File: config.mk
export PLATFORM = sky130hd
export DESIGN_NAME = buck_switch_control_hiccup
export DESIGN_NICKNAME = d
export VERILOG_FILES = /design/src/common/buck_pkg.sv /design/src/verilog/pin_sync.sv /design/src/verilog/soft_start_ramp.sv /design/src/verilog/buck_switch_control_hiccup.sv
export SDC_FILE = /design/constraint.sdc
export NUM_CORES = 1
export LEC_CHECK = 0
export BUFFER_PORTS_ARGS = -buffer_cell sky130_fd_sc_hd__clkbuf_2
export CORE_MARGIN = 2
export CORE_UTILIZATION = 35
export CTS_CLUSTER_DIAMETER = 200
export DETAILED_ROUTE_END_ITERATION = 10
export GPL_TIMING_DRIVEN = 0
export PLACE_DENSITY = 0.47
export SYNTH_ARGS = -nofsm -noshare
export SYNTH_HDL_FRONTEND = slang
export SYNTH_HIERARCHICAL = 1
export SYNTH_SLANG_ARGS = --single-unit
File: constraint.sdc
create_clock -name mclk -period 15.3 [get_ports mclk]
set_input_delay 2.295 -clock mclk [delete_from_list [all_inputs] [get_ports mclk]]
set_output_delay 2.295 -clock mclk [all_outputs]
set_load 0.01 [all_outputs]
File: src/common/buck_pkg.sv
package buck_pkg;

   localparam int CLK_HZ          = 25_000_000;
   localparam int CLK_NS          = 40;
   localparam int SW_RATE_KHZ     = 1000;
   localparam int PERIOD_CYC      = CLK_HZ / (SW_RATE_KHZ * 1000);
   localparam int MIN_OFF_NS      = 65;
   localparam int MIN_OFF_CYC     = (MIN_OFF_NS + CLK_NS - 1) / CLK_NS;
   localparam int MAX_ON_NS       = 6600;
   localparam int MAX_ON_CYC      = MAX_ON_NS / CLK_NS;
   localparam int RETRY_ON_CYCLES = 512;
   localparam int RETRY_OFF_MS    = 60;
   localparam int RETRY_OFF_CYC   = RETRY_OFF_MS * (CLK_HZ / 1000);
   localparam int SS_US           = 500;
   localparam int SS_CYC          = SS_US * (CLK_HZ / 1_000_000);
   localparam int DIM_OFF_MS      = 36;
   localparam int DIM_OFF_CYC     = DIM_OFF_MS * (CLK_HZ / 1000);

   localparam int           REF_W         = 10;
   localparam logic [9:0]   REF_FULL      = 10'h3FF;
   localparam int           DUTY_WIN_LOG2 = 18;
   localparam logic [7:0]   DUTY_FULL     = 8'h80;
   localparam int           DUTY_MIN_PCT  = 1;
   localparam logic [7:0]   DUTY_MIN      = 8'((DUTY_MIN_PCT * 128 + 99) / 100);

   typedef enum logic [1:0] {sw_idle, sw_on, sw_low, sw_sink_off} sw_state_t;

   // Reference = ramp * duty / 128, duty clamped into its usable span
   function automatic logic [9:0] scale_ref(input logic [9:0] ramp, input logic [7:0] duty);
      logic [7:0]  d;
      logic [17:0] p;
      d = (duty < DUTY_MIN) ? DUTY_MIN : ((duty > DUTY_FULL) ? DUTY_FULL : duty);
      p = 18'(ramp) * 18'(d);
      return p[16:7];
   endfunction

endpackage

File: src/verilog/pin_sync.sv
`timescale 1ns/1ps
module pin_sync #(
   parameter int W = 1
) (
   input  wire logic         mclk,    // Core clock
   input  wire logic         sys_rst, // Async reset, high
   input  wire logic [W-1:0] pin,     // Asynchronous inputs
   output logic      [W-1:0] level    // Filtered, synchronous
);
   logic [W-1:0] s1, s2, s3;

   always_ff @(posedge mclk or posedge sys_rst) begin
      if (sys_rst) begin
         s1 <= '0;
         s2 <= '0;
         s3 <= '0;
      end else begin
         s1 <= pin;
         s2 <= s1;
         s3 <= s2;
      end
   end

   // A change counts only once stages two and three agree
   always_ff @(posedge mclk or posedge sys_rst) begin
      if (sys_rst) begin
         level <= '0;
      end else begin
         for (int i = 0; i < W; i++) begin
            if (s2[i] == s3[i]) begin
               level[i] <= s3[i];
            end
         end
      end
   end
endmodule // pin_sync

File: src/verilog/soft_start_ramp.sv
`timescale 1ns/1ps
module soft_start_ramp #(
   parameter int RAMP_CYC = buck_pkg::SS_CYC
) (
   input  wire logic       mclk,    // Core clock
   input  wire logic       sys_rst, // Async reset, high
   input  wire logic       restart, // Hold ramp at zero
   output logic      [9:0] ramp     // Reference ramp code
);
   localparam int STEP = (RAMP_CYC / 1024 < 1) ? 1 : RAMP_CYC / 1024;
   logic [15:0] tick;

   always_ff @(posedge mclk or posedge sys_rst) begin
      if (sys_rst) begin
         tick <= '0;
         ramp <= '0;
      end else if (restart) begin
         tick <= '0;
         ramp <= '0;
      end else if (ramp != buck_pkg::REF_FULL) begin
         if (tick == 16'(STEP - 1)) begin
            tick <= '0;
            ramp <= ramp + 10'h001;
         end else begin
            tick <= tick + 16'h0001;
         end
      end
   end
endmodule // soft_start_ramp

File: src/verilog/buck_switch_control_hiccup.sv
`timescale 1ns/1ps
// How it works
// Overcurrent past 512 cycles enters hiccup
// Hiccup shutdown lasts the 60 ms off-time
// Soft start ramps reference over 0.5 ms
// Cycles start at 1 MHz after min off-time
// Peak compare: high side off, low on
// Low side stays on until cycle end
// Minimum off-time enforced every cycle
// On-time stretches up to 6.6 us
// High-side limit: high off, low on
// Source limit at cycle end skips turn-on
// Turn-on resumes once source current is low
// Sink limit turns both switches off
// After sink event, restart at clean cycle
// Supply lockout stops all switching
// Current limit or feedback overvoltage starts hiccup
// Gating variant follows dimming input phases
// Scaling variant sets reference from duty
// Long dimming low disables the device
// Hiccup holds switches off, then restarts
// Never both switch drives on together
module buck_switch_control_hiccup #(
   parameter int RETRY_OFF_CYC = buck_pkg::RETRY_OFF_CYC,
   parameter int SS_CYC        = buck_pkg::SS_CYC,
   parameter int DIM_OFF_CYC   = buck_pkg::DIM_OFF_CYC
) (
   input  wire logic       mclk,                    // 25 MHz core clock
   input  wire logic       sys_rst,                 // Async reset, high
   input  wire logic       peak_compare,            // Sensed current reached error level
   input  wire logic       high_side_current_limit, // High-side limit comparator
   input  wire logic       low_side_source_limit,   // Low-side sourcing limit comparator
   input  wire logic       low_side_sink_limit,     // Low-side sinking limit comparator
   input  wire logic       supply_lockout,          // Supply below lockout threshold
   input  wire logic       feedback_pin_ovp,        // Feedback overvoltage comparator
   input  wire logic       dimming_input,           // Digital dimming pin
   input  wire logic       duty_scale_variant,      // Strap: 1 = duty scales reference
   output logic            high_side_on,            // High-side gate drive
   output logic            low_side_on,             // Low-side gate drive
   output logic      [9:0] reference_level,         // Reference code to error amp
   output logic            hiccup_active,           // In hiccup shutdown
   output logic            dim_disabled             // Disabled by long dimming low
);
   localparam int P = buck_pkg::PERIOD_CYC;

   logic                  peak_s, hs_lim_s, src_s, sink_s;
   logic                  lock_s, ovp_s, dim_s, strap_s;
   logic                  variant, strap_taken;
   buck_pkg::sw_state_t   state, next_state;
   logic [7:0]            cycle_cnt, on_cnt, off_cnt;
   logic                  start_now, run, next_hs, next_ls;
   logic                  oc_seen, enter_hiccup;
   logic [9:0]            retry_cnt;
   logic [23:0]           off_timer, dim_low_cnt;
   logic [9:0]            ramp;
   logic [17:0]           win_cnt, high_cnt;
   logic [7:0]            duty;

   pin_sync #(
      .W (8)
   ) u_sync (
      .mclk    (mclk),
      .sys_rst (sys_rst),
      .pin     ({peak_compare, high_side_current_limit, low_side_source_limit,
                 low_side_sink_limit, supply_lockout, feedback_pin_ovp,
                 dimming_input, duty_scale_variant}),
      .level   ({peak_s, hs_lim_s, src_s, sink_s, lock_s, ovp_s, dim_s, strap_s})
   );

   // Strap is taken once, a few cycles after reset release
   always_ff @(posedge mclk or posedge sys_rst) begin
      if (sys_rst) begin
         variant     <= 1'b0;
         strap_taken <= 1'b0;
      end else if (!strap_taken && cycle_cnt == 8'h04) begin
         variant     <= strap_s;
         strap_taken <= 1'b1;
      end
   end

   // Switching is allowed only with supply good, not dimmed off, no hiccup
   assign run = !lock_s && !dim_disabled && !hiccup_active && !enter_hiccup
                && (variant || dim_s);

   // New cycle at the nominal period, but never inside the on-time or min off
   assign start_now = (cycle_cnt >= 8'(P - 1)) && (state != buck_pkg::sw_on)
                      && (off_cnt >= 8'(buck_pkg::MIN_OFF_CYC));

   always_ff @(posedge mclk or posedge sys_rst) begin
      if (sys_rst) begin
         cycle_cnt <= '0;
      end else if (start_now) begin
         cycle_cnt <= '0;
      end else if (cycle_cnt != 8'hFF) begin
         cycle_cnt <= cycle_cnt + 8'h01;
      end
   end

   always_comb begin
      next_state = state;
      case (state)
         buck_pkg::sw_on: begin
            if (peak_s || hs_lim_s) begin
               next_state = buck_pkg::sw_low;
            end else if (on_cnt >= 8'(buck_pkg::MAX_ON_CYC - 1)) begin
               next_state = buck_pkg::sw_low;
            end
         end
         buck_pkg::sw_low: begin
            if (sink_s) begin
               next_state = buck_pkg::sw_sink_off;
            end else if (start_now) begin
               next_state = buck_pkg::sw_idle;
            end
         end
         default: begin
            if (start_now) begin
               next_state = buck_pkg::sw_idle;
            end
         end
      endcase
      // Cycle start decides the new on-phase
      if (start_now) begin
         if (src_s) begin
            next_state = buck_pkg::sw_low;
         end else if (sink_s) begin
            next_state = buck_pkg::sw_sink_off;
         end else begin
            next_state = buck_pkg::sw_on;
         end
      end
      if (!run) begin
         next_state = buck_pkg::sw_idle;
      end
   end

   // Both drives come from the one state value, so they cannot overlap
   assign next_hs = (next_state == buck_pkg::sw_on);
   assign next_ls = (next_state == buck_pkg::sw_low);

   always_ff @(posedge mclk or posedge sys_rst) begin
      if (sys_rst) begin
         state        <= buck_pkg::sw_idle;
         high_side_on <= 1'b0;
         low_side_on  <= 1'b0;
      end else begin
         state        <= next_state;
         high_side_on <= next_hs;
         low_side_on  <= next_ls;
      end
   end

   // On and off durations for stretching and min off-time
   always_ff @(posedge mclk or posedge sys_rst) begin
      if (sys_rst) begin
         on_cnt  <= '0;
         off_cnt <= 8'(buck_pkg::MIN_OFF_CYC);
      end else begin
         if (next_state == buck_pkg::sw_on) begin
            on_cnt <= (state == buck_pkg::sw_on) ? on_cnt + 8'h01 : 8'h00;
         end else begin
            on_cnt <= '0;
         end
         if (next_state == buck_pkg::sw_on) begin
            off_cnt <= '0;
         end else if (off_cnt != 8'hFF) begin
            off_cnt <= off_cnt + 8'h01;
         end
      end
   end

   // Count consecutive cycles with a limit or overvoltage event
   always_ff @(posedge mclk or posedge sys_rst) begin
      if (sys_rst) begin
         oc_seen   <= 1'b0;
         retry_cnt <= '0;
      end else if (!run) begin
         oc_seen   <= 1'b0;
         retry_cnt <= '0;
      end else if (start_now) begin
         oc_seen   <= 1'b0;
         if (oc_seen || hs_lim_s || src_s || sink_s || ovp_s) begin
            if (retry_cnt != 10'h3FF) begin
               retry_cnt <= retry_cnt + 10'h001;
            end
         end else begin
            retry_cnt <= '0;
         end
      end else if (hs_lim_s || src_s || sink_s || ovp_s) begin
         oc_seen <= 1'b1;
      end
   end

   // Entry also stops switching at once, so the drives fall with hiccup_active
   assign enter_hiccup = !hiccup_active && (retry_cnt > 10'(buck_pkg::RETRY_ON_CYCLES));

   // Hiccup: shut down past the on-count, restart after the off-timer
   always_ff @(posedge mclk or posedge sys_rst) begin
      if (sys_rst) begin
         hiccup_active <= 1'b0;
         off_timer     <= '0;
      end else if (hiccup_active) begin
         if (off_timer >= 24'(RETRY_OFF_CYC - 1)) begin
            hiccup_active <= 1'b0;
            off_timer     <= '0;
         end else begin
            off_timer <= off_timer + 24'h000001;
         end
      end else if (retry_cnt > 10'(buck_pkg::RETRY_ON_CYCLES)) begin
         hiccup_active <= 1'b1;
      end
   end

   // A low dimming level longer than the disable time shuts the device off
   always_ff @(posedge mclk or posedge sys_rst) begin
      if (sys_rst) begin
         dim_low_cnt  <= '0;
         dim_disabled <= 1'b0;
      end else if (dim_s) begin
         dim_low_cnt  <= '0;
         dim_disabled <= 1'b0;
      end else if (dim_low_cnt >= 24'(DIM_OFF_CYC - 1)) begin
         dim_disabled <= 1'b1;
      end else begin
         dim_low_cnt <= dim_low_cnt + 24'h000001;
      end
   end

   // Duty over a fixed window; avoids a divider at the cost of window latency
   always_ff @(posedge mclk or posedge sys_rst) begin
      if (sys_rst) begin
         win_cnt  <= '0;
         high_cnt <= '0;
         duty     <= buck_pkg::DUTY_FULL;
      end else begin
         win_cnt <= win_cnt + 18'h00001;
         if (win_cnt == 18'h3FFFF) begin
            duty     <= {1'b0, high_cnt[17:11]} + {7'h00, (dim_s & (&high_cnt))};
            high_cnt <= '0;
         end else if (dim_s) begin
            high_cnt <= high_cnt + 18'h00001;
         end
      end
   end

   // Ramp restarts on supply lockout, long dimming disable or hiccup
   soft_start_ramp #(
      .RAMP_CYC (SS_CYC)
   ) u_ss (
      .mclk    (mclk),
      .sys_rst (sys_rst),
      .restart (lock_s || dim_disabled || hiccup_active),
      .ramp    (ramp)
   );

   always_ff @(posedge mclk or posedge sys_rst) begin
      if (sys_rst) begin
         reference_level <= '0;
      end else if (variant) begin
         reference_level <= buck_pkg::scale_ref(ramp, duty);
      end else begin
         reference_level <= ramp;
      end
   end
endmodule // buck_switch_control_hiccup

# Word level (Yosys, flattened, before mapping)
# Index checks and enable logic that the tools add are counted.
[totals]
regBits = 203
input_bits = 10
output_inout_bits = 14
wordCells = 149
[op_classes]
n_addsub = 11
n_mul = 1
magnitude_cmp = 8
eq_ne = 24
muxes = 40
bitwise = 1
n_reduce_logical = 33
[op_table]
columns = ["operator", "n"]
rows = [
  ["2-to-1 mux 10 bit", 8],
  ["2-to-1 mux 24 bit", 3],
  ["2-to-1 mux 8 bit", 8],
  ["adder 24 x 1 -> 24 bit, second input constant", 2],
  ["2-to-1 mux 16 bit", 3],
  ["adder 18 x 1 -> 18 bit, second input constant", 2],
  ["2-to-1 mux 18 bit", 2],
  ["adder 8 x 1 -> 8 bit, second input constant", 3],
  ["greater-or-equal comparator 24 x 20 -> 1 bit, second input constant", 1],
  ["greater-or-equal comparator 24 x 21 -> 1 bit, second input constant", 1],
  ["adder 10 x 1 -> 10 bit, second input constant", 2],
  ["inequality test 10 bit, second input constant", 2],
  ["equality test 18 bit, second input constant", 1],
  ["AND reduction 18 bit", 1],
  ["multiplier 10 x 8 -> 17 bit", 1],
  ["adder 16 x 1 -> 16 bit, second input constant", 1],
  ["equality test 16 x 4 -> 1 bit, second input constant", 1],
  ["inequality test 8 bit, second input constant", 2],
  ["2-to-1 mux 2 bit", 7],
  ["nonzero test 2 bit", 6],
  ["logical OR 1 bit", 11],
  ["greater-than comparator 10 bit, second input constant", 1],
  ["adder 7 x 1 -> 8 bit", 1],
  ["equality test 1 bit", 8],
  ["17 further kinds", 40],
]

# Longest topological paths before layout
[logic_depth]
word_depth = 8
mapped_depth = 19
mapped_depth_nobuf = 16

# Hierarchy
# Netlist, hierarchy kept.
[modules_own_cells]
columns = ["mod", "n_inst", "cells_each", "area_each_um2", "seq_area_each_um2"]
rows = [
  ["buck_switch_control_hiccup", 1, 1033, 9943.3, 3631.0],
  ["soft_start_ramp", 1, 155, 1452.6, 650.6],
  ["pin_sync", 1, 41, 894.6, 800.8],
]

# Worst setup path after synthesis
# Ideal clock, no wire load.
[synth_path]
path_type = "register -> register"
start = "reg duty[7]"
end = "reg reference_level[7]"
setup_time_ns = 0.126
arrival_time_ns = 4.699
t_required_ns = 15.174
setup_slack_ns = 10.475
path_stages_with_launch = 18
path_buffers = 3
synth_period_minus_slack_ns = 4.825
path_cell_list = "dfstp_2 clkbuf_1 nor2b_1 clkbuf_1 and2_1 fa_1 fa_1 fa_1 inv_1 fa_1 inv_1 ha_1 clkbuf_1 nand3_1 nor4_1 a211oi_1 o2111a_1 a221o_1"
[synth_between]
elab_chain_cells = 5
elab_cells_between_ends = 6
cone_classes = "1 x mul; 2 x order compare; 3 x mux"
[synth_lines]
columns = ["element", "line", "text"]
rows = [
  ["start, declared", "buck_switch_control_hiccup.sv:57", "logic [7:0] duty;"],
  ["start signal, assigned", "buck_switch_control_hiccup.sv:234", "duty <= buck_pkg::DUTY_FULL;"],
  ["start signal, assigned", "buck_switch_control_hiccup.sv:238", "duty <= {1'b0, high_cnt[17:11]} + {7'h00, (dim_s & (&high_cnt))};"],
  ["greater-than comparator 8 bit", "buck_pkg.sv:32", "d = (duty < DUTY_MIN) ? DUTY_MIN : ((duty > DUTY_FULL) ? DUTY_FULL : duty);"],
  ["2-to-1 mux 8 bit", "buck_pkg.sv:32", ""],
  ["2-to-1 mux 8 bit (*)", "buck_pkg.sv:32", ""],
  ["multiplier 10 x 8 -> 17 bit (*)", "buck_pkg.sv:33", "p = 18'(ramp) * 18'(d);"],
  ["2-to-1 mux 10 bit (*)", "buck_switch_control_hiccup.sv:259", "end else if (variant) begin"],
  ["end signal, assigned", "buck_switch_control_hiccup.sv:260", "reference_level <= buck_pkg::scale_ref(ramp, duty);"],
  ["end signal, assigned", "buck_switch_control_hiccup.sv:262", "reference_level <= ramp;"],
  ["end, declared", "buck_switch_control_hiccup.sv:40", "output logic [9:0] reference_level,"],
]
# Every way passes the cells marked *; elsewhere a longest branch is shown, timed or not.
# A chain may end at the register's enable or synchronous reset.

# Worst setup path after layout
# Ends and elaborated chain as after synthesis.

==> results.json <==
{
  "timing.max_cap.violations": 0,
  "timing.hold.worst_endpoint": "u_sync/s2[5]$_DFF_PP0_",
  "normalized_max_slew_margin_pct": 28.6,
  "worstPathMaxFanout": 10,
  "rr_startpoint": "duty[7]$_DFFE_PP1P_",
  "min_path_cells": 0,
  "numPortBuffers": 23,
  "grt_pass1_wl_mm": 47.2,
  "critical_path.startpoint_type": "flop",
  "clock_latency_of_the_later_clocked_register_in_the_worst_skew_pair_ps": 540,
  "antenna_found_initial": 0,
  "syn-num-nets": 1336,
  "core_um2": 34500,
  "clock_pin_slew_reported_for_the_worst_setup_and_hold_paths_after_clock_tree_synthesis_ps": 60,
  "initialDrtViolationCount": 435,
  "antenna-diode-count": 0,
  "hold_path_class": "reg2reg",
  "ys_dominant_reg_cell": "sky130_fd_sc_hd__dfrtp_1",
  "io-pin-count": 24,
  "tritoncts": "built",
  "crit_path_max_incr_delay_ps": 550,
  "sequentialPowerShare_pct": 44.0,
  "clock_path_buffers": 3,
  "routabilityCongestion": 0.813,
  "post_cts_repair_resize_count": 0,
  "layout-drive-gt1-share_pct": 10.8,
  "p_per_area_nw_per_um2": 96.8,
  "num-fill-cells": 3478,
  "switching_share_pct": 24.8,
  "synthesis.area_um2": 12300,
  "initial_utilization_pct": 35.6,
  "die_w_um": 191,
  "crit_path_top_delay_cell": "sky130_fd_sc_hd__fa_1",
  "power.share.clock_pct": 48.6,
  "path_common_cell": "sky130_fd_sc_hd__fa_1",
  "clkSinkCount": 203,
  "hp-start": "u_sync/s1[5]$_DFF_PP0_",
  "via_per_inst": 5.09,
  "std_cell_rows": 68,
  "ir_drop_mv": 0.0828,
  "leakage_nw": 6.20,
  "worst_ep_arrival_time_ps": 5900,
  "worst-path-buf-inv": 5,
  "gr-usage-met2_pct": 25.5,
  "cpLargestDelayFamily": "adder cells",
  "number_of_global_route_vias_before_repair": 9066,
  "layout.nets": 1388,
  "finalHoldViolations": 0,
  "pwr-share-comb_pct": 7.4,
  "place_hpwl_mm": 18.7,
  "reg2reg_depth": 17,
  "final_critical_path_share_of_the_clock_period_pct": 35.9,
  "synth_seq_area_share_pct": 41.4,
  "area.growth.synth_to_final_pct": 13.5,
  "ys_seq_elements": 203,
  "synthCells": 1229,
  "rr_endpoint": "reference_level[7]$_DFF_PP0_",
  "grt_busiest_layer": "met2",
  "globalRoute.totalOverflow": 0,
  "fin_tns_setup_ps": 0,
  "clock.fmax_mhz": 182,
  "min_period_ps": 5490,
  "finClkSkew_ps": 8.49,
  "ant_nets": 0,
  "startpoint": "duty[7]$_DFFE_PP1P_",
  "synthesis.area_per_instance_um2": 10.0,
  "critPathCaptureType": "flop",
  "final_max_slew_viol_count": 0,
  "vias": 8930,
  "critical_path.cell_chain": "clkbuf_1 > nor2b_1 > clkbuf_1 > and2_1 > fa_1 > fa_1 > fa_1 > inv_1 > fa_1 > inv_1 > ha_1 > clkbuf_1 > nand3_1 > nor4_1 > a211oi_1 > o2111a_1 > a221o_1",
  "grt.met3_usage_pct": 2.29,
  "htree_num_levels": 1,
  "ctsHoldBuffers": 0,
  "grt_max_degree": 88,
  "async_flop_share_pct": 100,
  "die_area_um2": 36600,
  "fin_hold_ws_ps": 344,
  "ys_types": 86,
  "internal-power_mw": 1.02,
  "route.detailed.wl_per_inst_um": 15.4,
  "cts_setup_buffers": 0,
  "synth-warning-count": 6,
  "critical_path_required_ps": 15710,
  "r2r_slack_ps": 9810,
  "run_status": "finished, final reports clean",
  "dr.pass1.iters": 5,
  "global_route.usage.total_pct": 15.6,
  "routed_wl_mm": 27.1,
  "synth-edff-count": 0,
  "power.net_switching_mw": 0.335,
  "critPathKind": "reg2reg",
  "finalSetupViolations": 0,
  "dieHeight_um": 191,
  "grt_use_met1_pct": 22.0,
  "worst_pin_slew_ps": 1070,
  "drcViolationCount": 0,
  "cts_inserted_buffers": 26,
  "clock_tree.root_cell": "sky130_fd_sc_hd__clkbuf_16",
  "unrepaired_setup_endpoints_after_global_routing": "no"
}
-- Yosys cell counts, types with 5 or more instances --
cell	n	share of area (%)
sky130_fd_sc_hd__xor2_1	27	1.9
sky130_fd_sc_hd__a211o_1	5	0.36
sky130_fd_sc_hd__a21oi_1	40	1.6
sky130_fd_sc_hd__inv_1	85	2.6
sky130_fd_sc_hd__maj3_2	8	0.73
sky130_fd_sc_hd__and4_1	9	0.64
sky130_fd_sc_hd__and3_1	19	0.97
sky130_fd_sc_hd__nand2_1	92	2.8
sky130_fd_sc_hd__a2111oi_2	5	0.61
sky130_fd_sc_hd__dfrtp_1	201	41
sky130_fd_sc_hd__mux2i_1	9	0.73
sky130_fd_sc_hd__a211oi_1	19	1.2
sky130_fd_sc_hd__o311ai_0	7	0.50
sky130_fd_sc_hd__fa_1	46	7.5
sky130_fd_sc_hd__nand3_1	51	2.1
sky130_fd_sc_hd__o31ai_1	5	0.31
sky130_fd_sc_hd__nand4_1	27	1.4
sky130_fd_sc_hd__a22o_1	7	0.50
sky130_fd_sc_hd__buf_2	13	0.53
sky130_fd_sc_hd__xnor2_1	51	3.6
sky130_fd_sc_hd__o21ai_0	28	1.1
sky130_fd_sc_hd__and2_1	70	3.6
sky130_fd_sc_hd__a21o_1	6	0.37
sky130_fd_sc_hd__o21a_1	13	0.79
sky130_fd_sc_hd__nand2b_1	6	0.31
sky130_fd_sc_hd__a31oi_1	7	0.36
sky130_fd_sc_hd__nor3_1	31	1.3
sky130_fd_sc_hd__nor3b_1	11	0.67
sky130_fd_sc_hd__nor2b_1	14	0.71
sky130_fd_sc_hd__nor2_1	112	3.4
sky130_fd_sc_hd__or3_1	9	0.46
sky130_fd_sc_hd__nor4_1	24	1.2
sky130_fd_sc_hd__ha_1	51	5.2
sky130_fd_sc_hd__clkbuf_1	22	0.67
sky130_fd_sc_hd__mux2_2	9	0.82
-- state kept, by name, summed over array words and instances (netlist names), 10 cells and up --
signal	count
u_ss/ramp	10
u_ss/tick	16
dim_low_cnt	24
reference_level	10
retry_cnt	10
win_cnt	18
off_timer	24
high_cnt	18
-- worst reg2reg max path, stage by stage (launching register included) --
cell,delay [ps]
sky130_fd_sc_hd__dfstp_2,510
sky130_fd_sc_hd__clkbuf_1,300
sky130_fd_sc_hd__nor2b_1,90
sky130_fd_sc_hd__clkbuf_1,310
sky130_fd_sc_hd__and2_1,290
sky130_fd_sc_hd__fa_1,550
sky130_fd_sc_hd__fa_1,450
sky130_fd_sc_hd__fa_1,550
sky130_fd_sc_hd__inv_1,60
sky130_fd_sc_hd__fa_1,530
sky130_fd_sc_hd__inv_1,50
sky130_fd_sc_hd__ha_1,260
sky130_fd_sc_hd__clkbuf_1,250
sky130_fd_sc_hd__nand3_1,120
sky130_fd_sc_hd__nor4_1,340
sky130_fd_sc_hd__a211oi_1,160
sky130_fd_sc_hd__o2111a_1,270
sky130_fd_sc_hd__a221o_1,290
-- per-stage QoR --
step	total power, mW	worst slack (ps)	utilization, %	instances	cell area (um2)
2_1_floorplan	0.676	9110	-	1229	12300
3_3_place_gp	0.703	6870	37.6	1707	13000
3_5_place_dp	0.706	9770	37.7	1708	13000
4_1_cts	1.38	9760	40.4	1755	14000
5_1_grt	1.42	9430	40.4	1755	14000
6_report	1.35	9810	40.4	1755	14000
-- power groups by stage --
stage	clock [mW]	sequential [mW]	combinational, mW
2_1_floorplan	0	0.597	0.0789
3_3_place_gp	0	0.604	0.0989
3_5_place_dp	0	0.604	0.102
4_1_cts	0.681	0.595	0.102
5_1_grt	0.702	0.600	0.117
6_report	0.657	0.595	0.0998
-- area by class of cell --
| class | count | area [um2] | area share, % |
|---|---|---|---|
| multi-input combinational | 899 | 6690 | 47.9 |
| buffer | 41 | 200 | 1.43 |
| tap | 455 | 569 | 4.08 |
| timing repair buffer | 24 | 143 | 1.02 |
| clock inverter | 13 | 203 | 1.45 |
| clock buffer | 34 | 741 | 5.31 |
| sequential | 203 | 5080 | 36.4 |
| inverter | 86 | 330 | 2.37 |
-- cells in the final DEF (no fill, tap or decap), types with 14 or more instances in the layout --
cell	instances
sky130_fd_sc_hd__nand3_1	51
sky130_fd_sc_hd__and2_1	70
sky130_fd_sc_hd__nor3_1	31
sky130_fd_sc_hd__ha_1	51
sky130_fd_sc_hd__o21ai_0	28
sky130_fd_sc_hd__nor2_1	112
sky130_fd_sc_hd__xnor2_1	51
sky130_fd_sc_hd__clkbuf_1	24
sky130_fd_sc_hd__nand2_1	92
sky130_fd_sc_hd__clkbuf_2	23
sky130_fd_sc_hd__xor2_1	27
sky130_fd_sc_hd__nor2b_1	14
sky130_fd_sc_hd__a21oi_1	40
sky130_fd_sc_hd__and3_1	19
sky130_fd_sc_hd__nand4_1	27
sky130_fd_sc_hd__dfrtp_1	201
sky130_fd_sc_hd__clkbuf_16	26
sky130_fd_sc_hd__a211oi_1	19
sky130_fd_sc_hd__nor4_1	24
sky130_fd_sc_hd__fa_1	46
sky130_fd_sc_hd__inv_1	83
-- cells by family (layout without fill, tap and decap cells) --
group	Yosys count	count (layout)	synth area share (%)
XOR/XNOR	79	79	5.74
AO/OA/AOI/OAI	186	186	11.3
AND/OR/NAND/NOR	510	510	22.3
adder cells (fa/ha/maj)	105	105	13.4
flip-flops	203	203	41.4
buffers and inverters	127	198	4.26
multiplexers	19	19	1.65
-- worst max-delay path by stage --
stage | end | slack [ps] | depth (start not counted)
after floorplan | cycle_cnt[0]$_DFFE_PP0P_ | 9110 | 1
after global routing | reference_level[7]$_DFF_PP0_ | 9430 | 17
after detailed placement | reference_level[7]$_DFF_PP0_ | 9770 | 17
after global placement | reference_level[7]$_DFF_PP0_ | 6870 | 2
final | reference_level[7]$_DFF_PP0_ | 9810 | 17
after CTS | reference_level[7]$_DFF_PP0_ | 9760 | 17
-- layer usage --
| layer | vias up | wire length (um) |
|---|---|---|
| li1 | 4413 | - |
| met1 | 4384 | 13400 |
| met2 | 97 | 12400 |
| met3 | 36 | 799 |
| met4 | 0 | 494 |
| met5 | - | 0 |
Power figures use the tool's default switching activity.
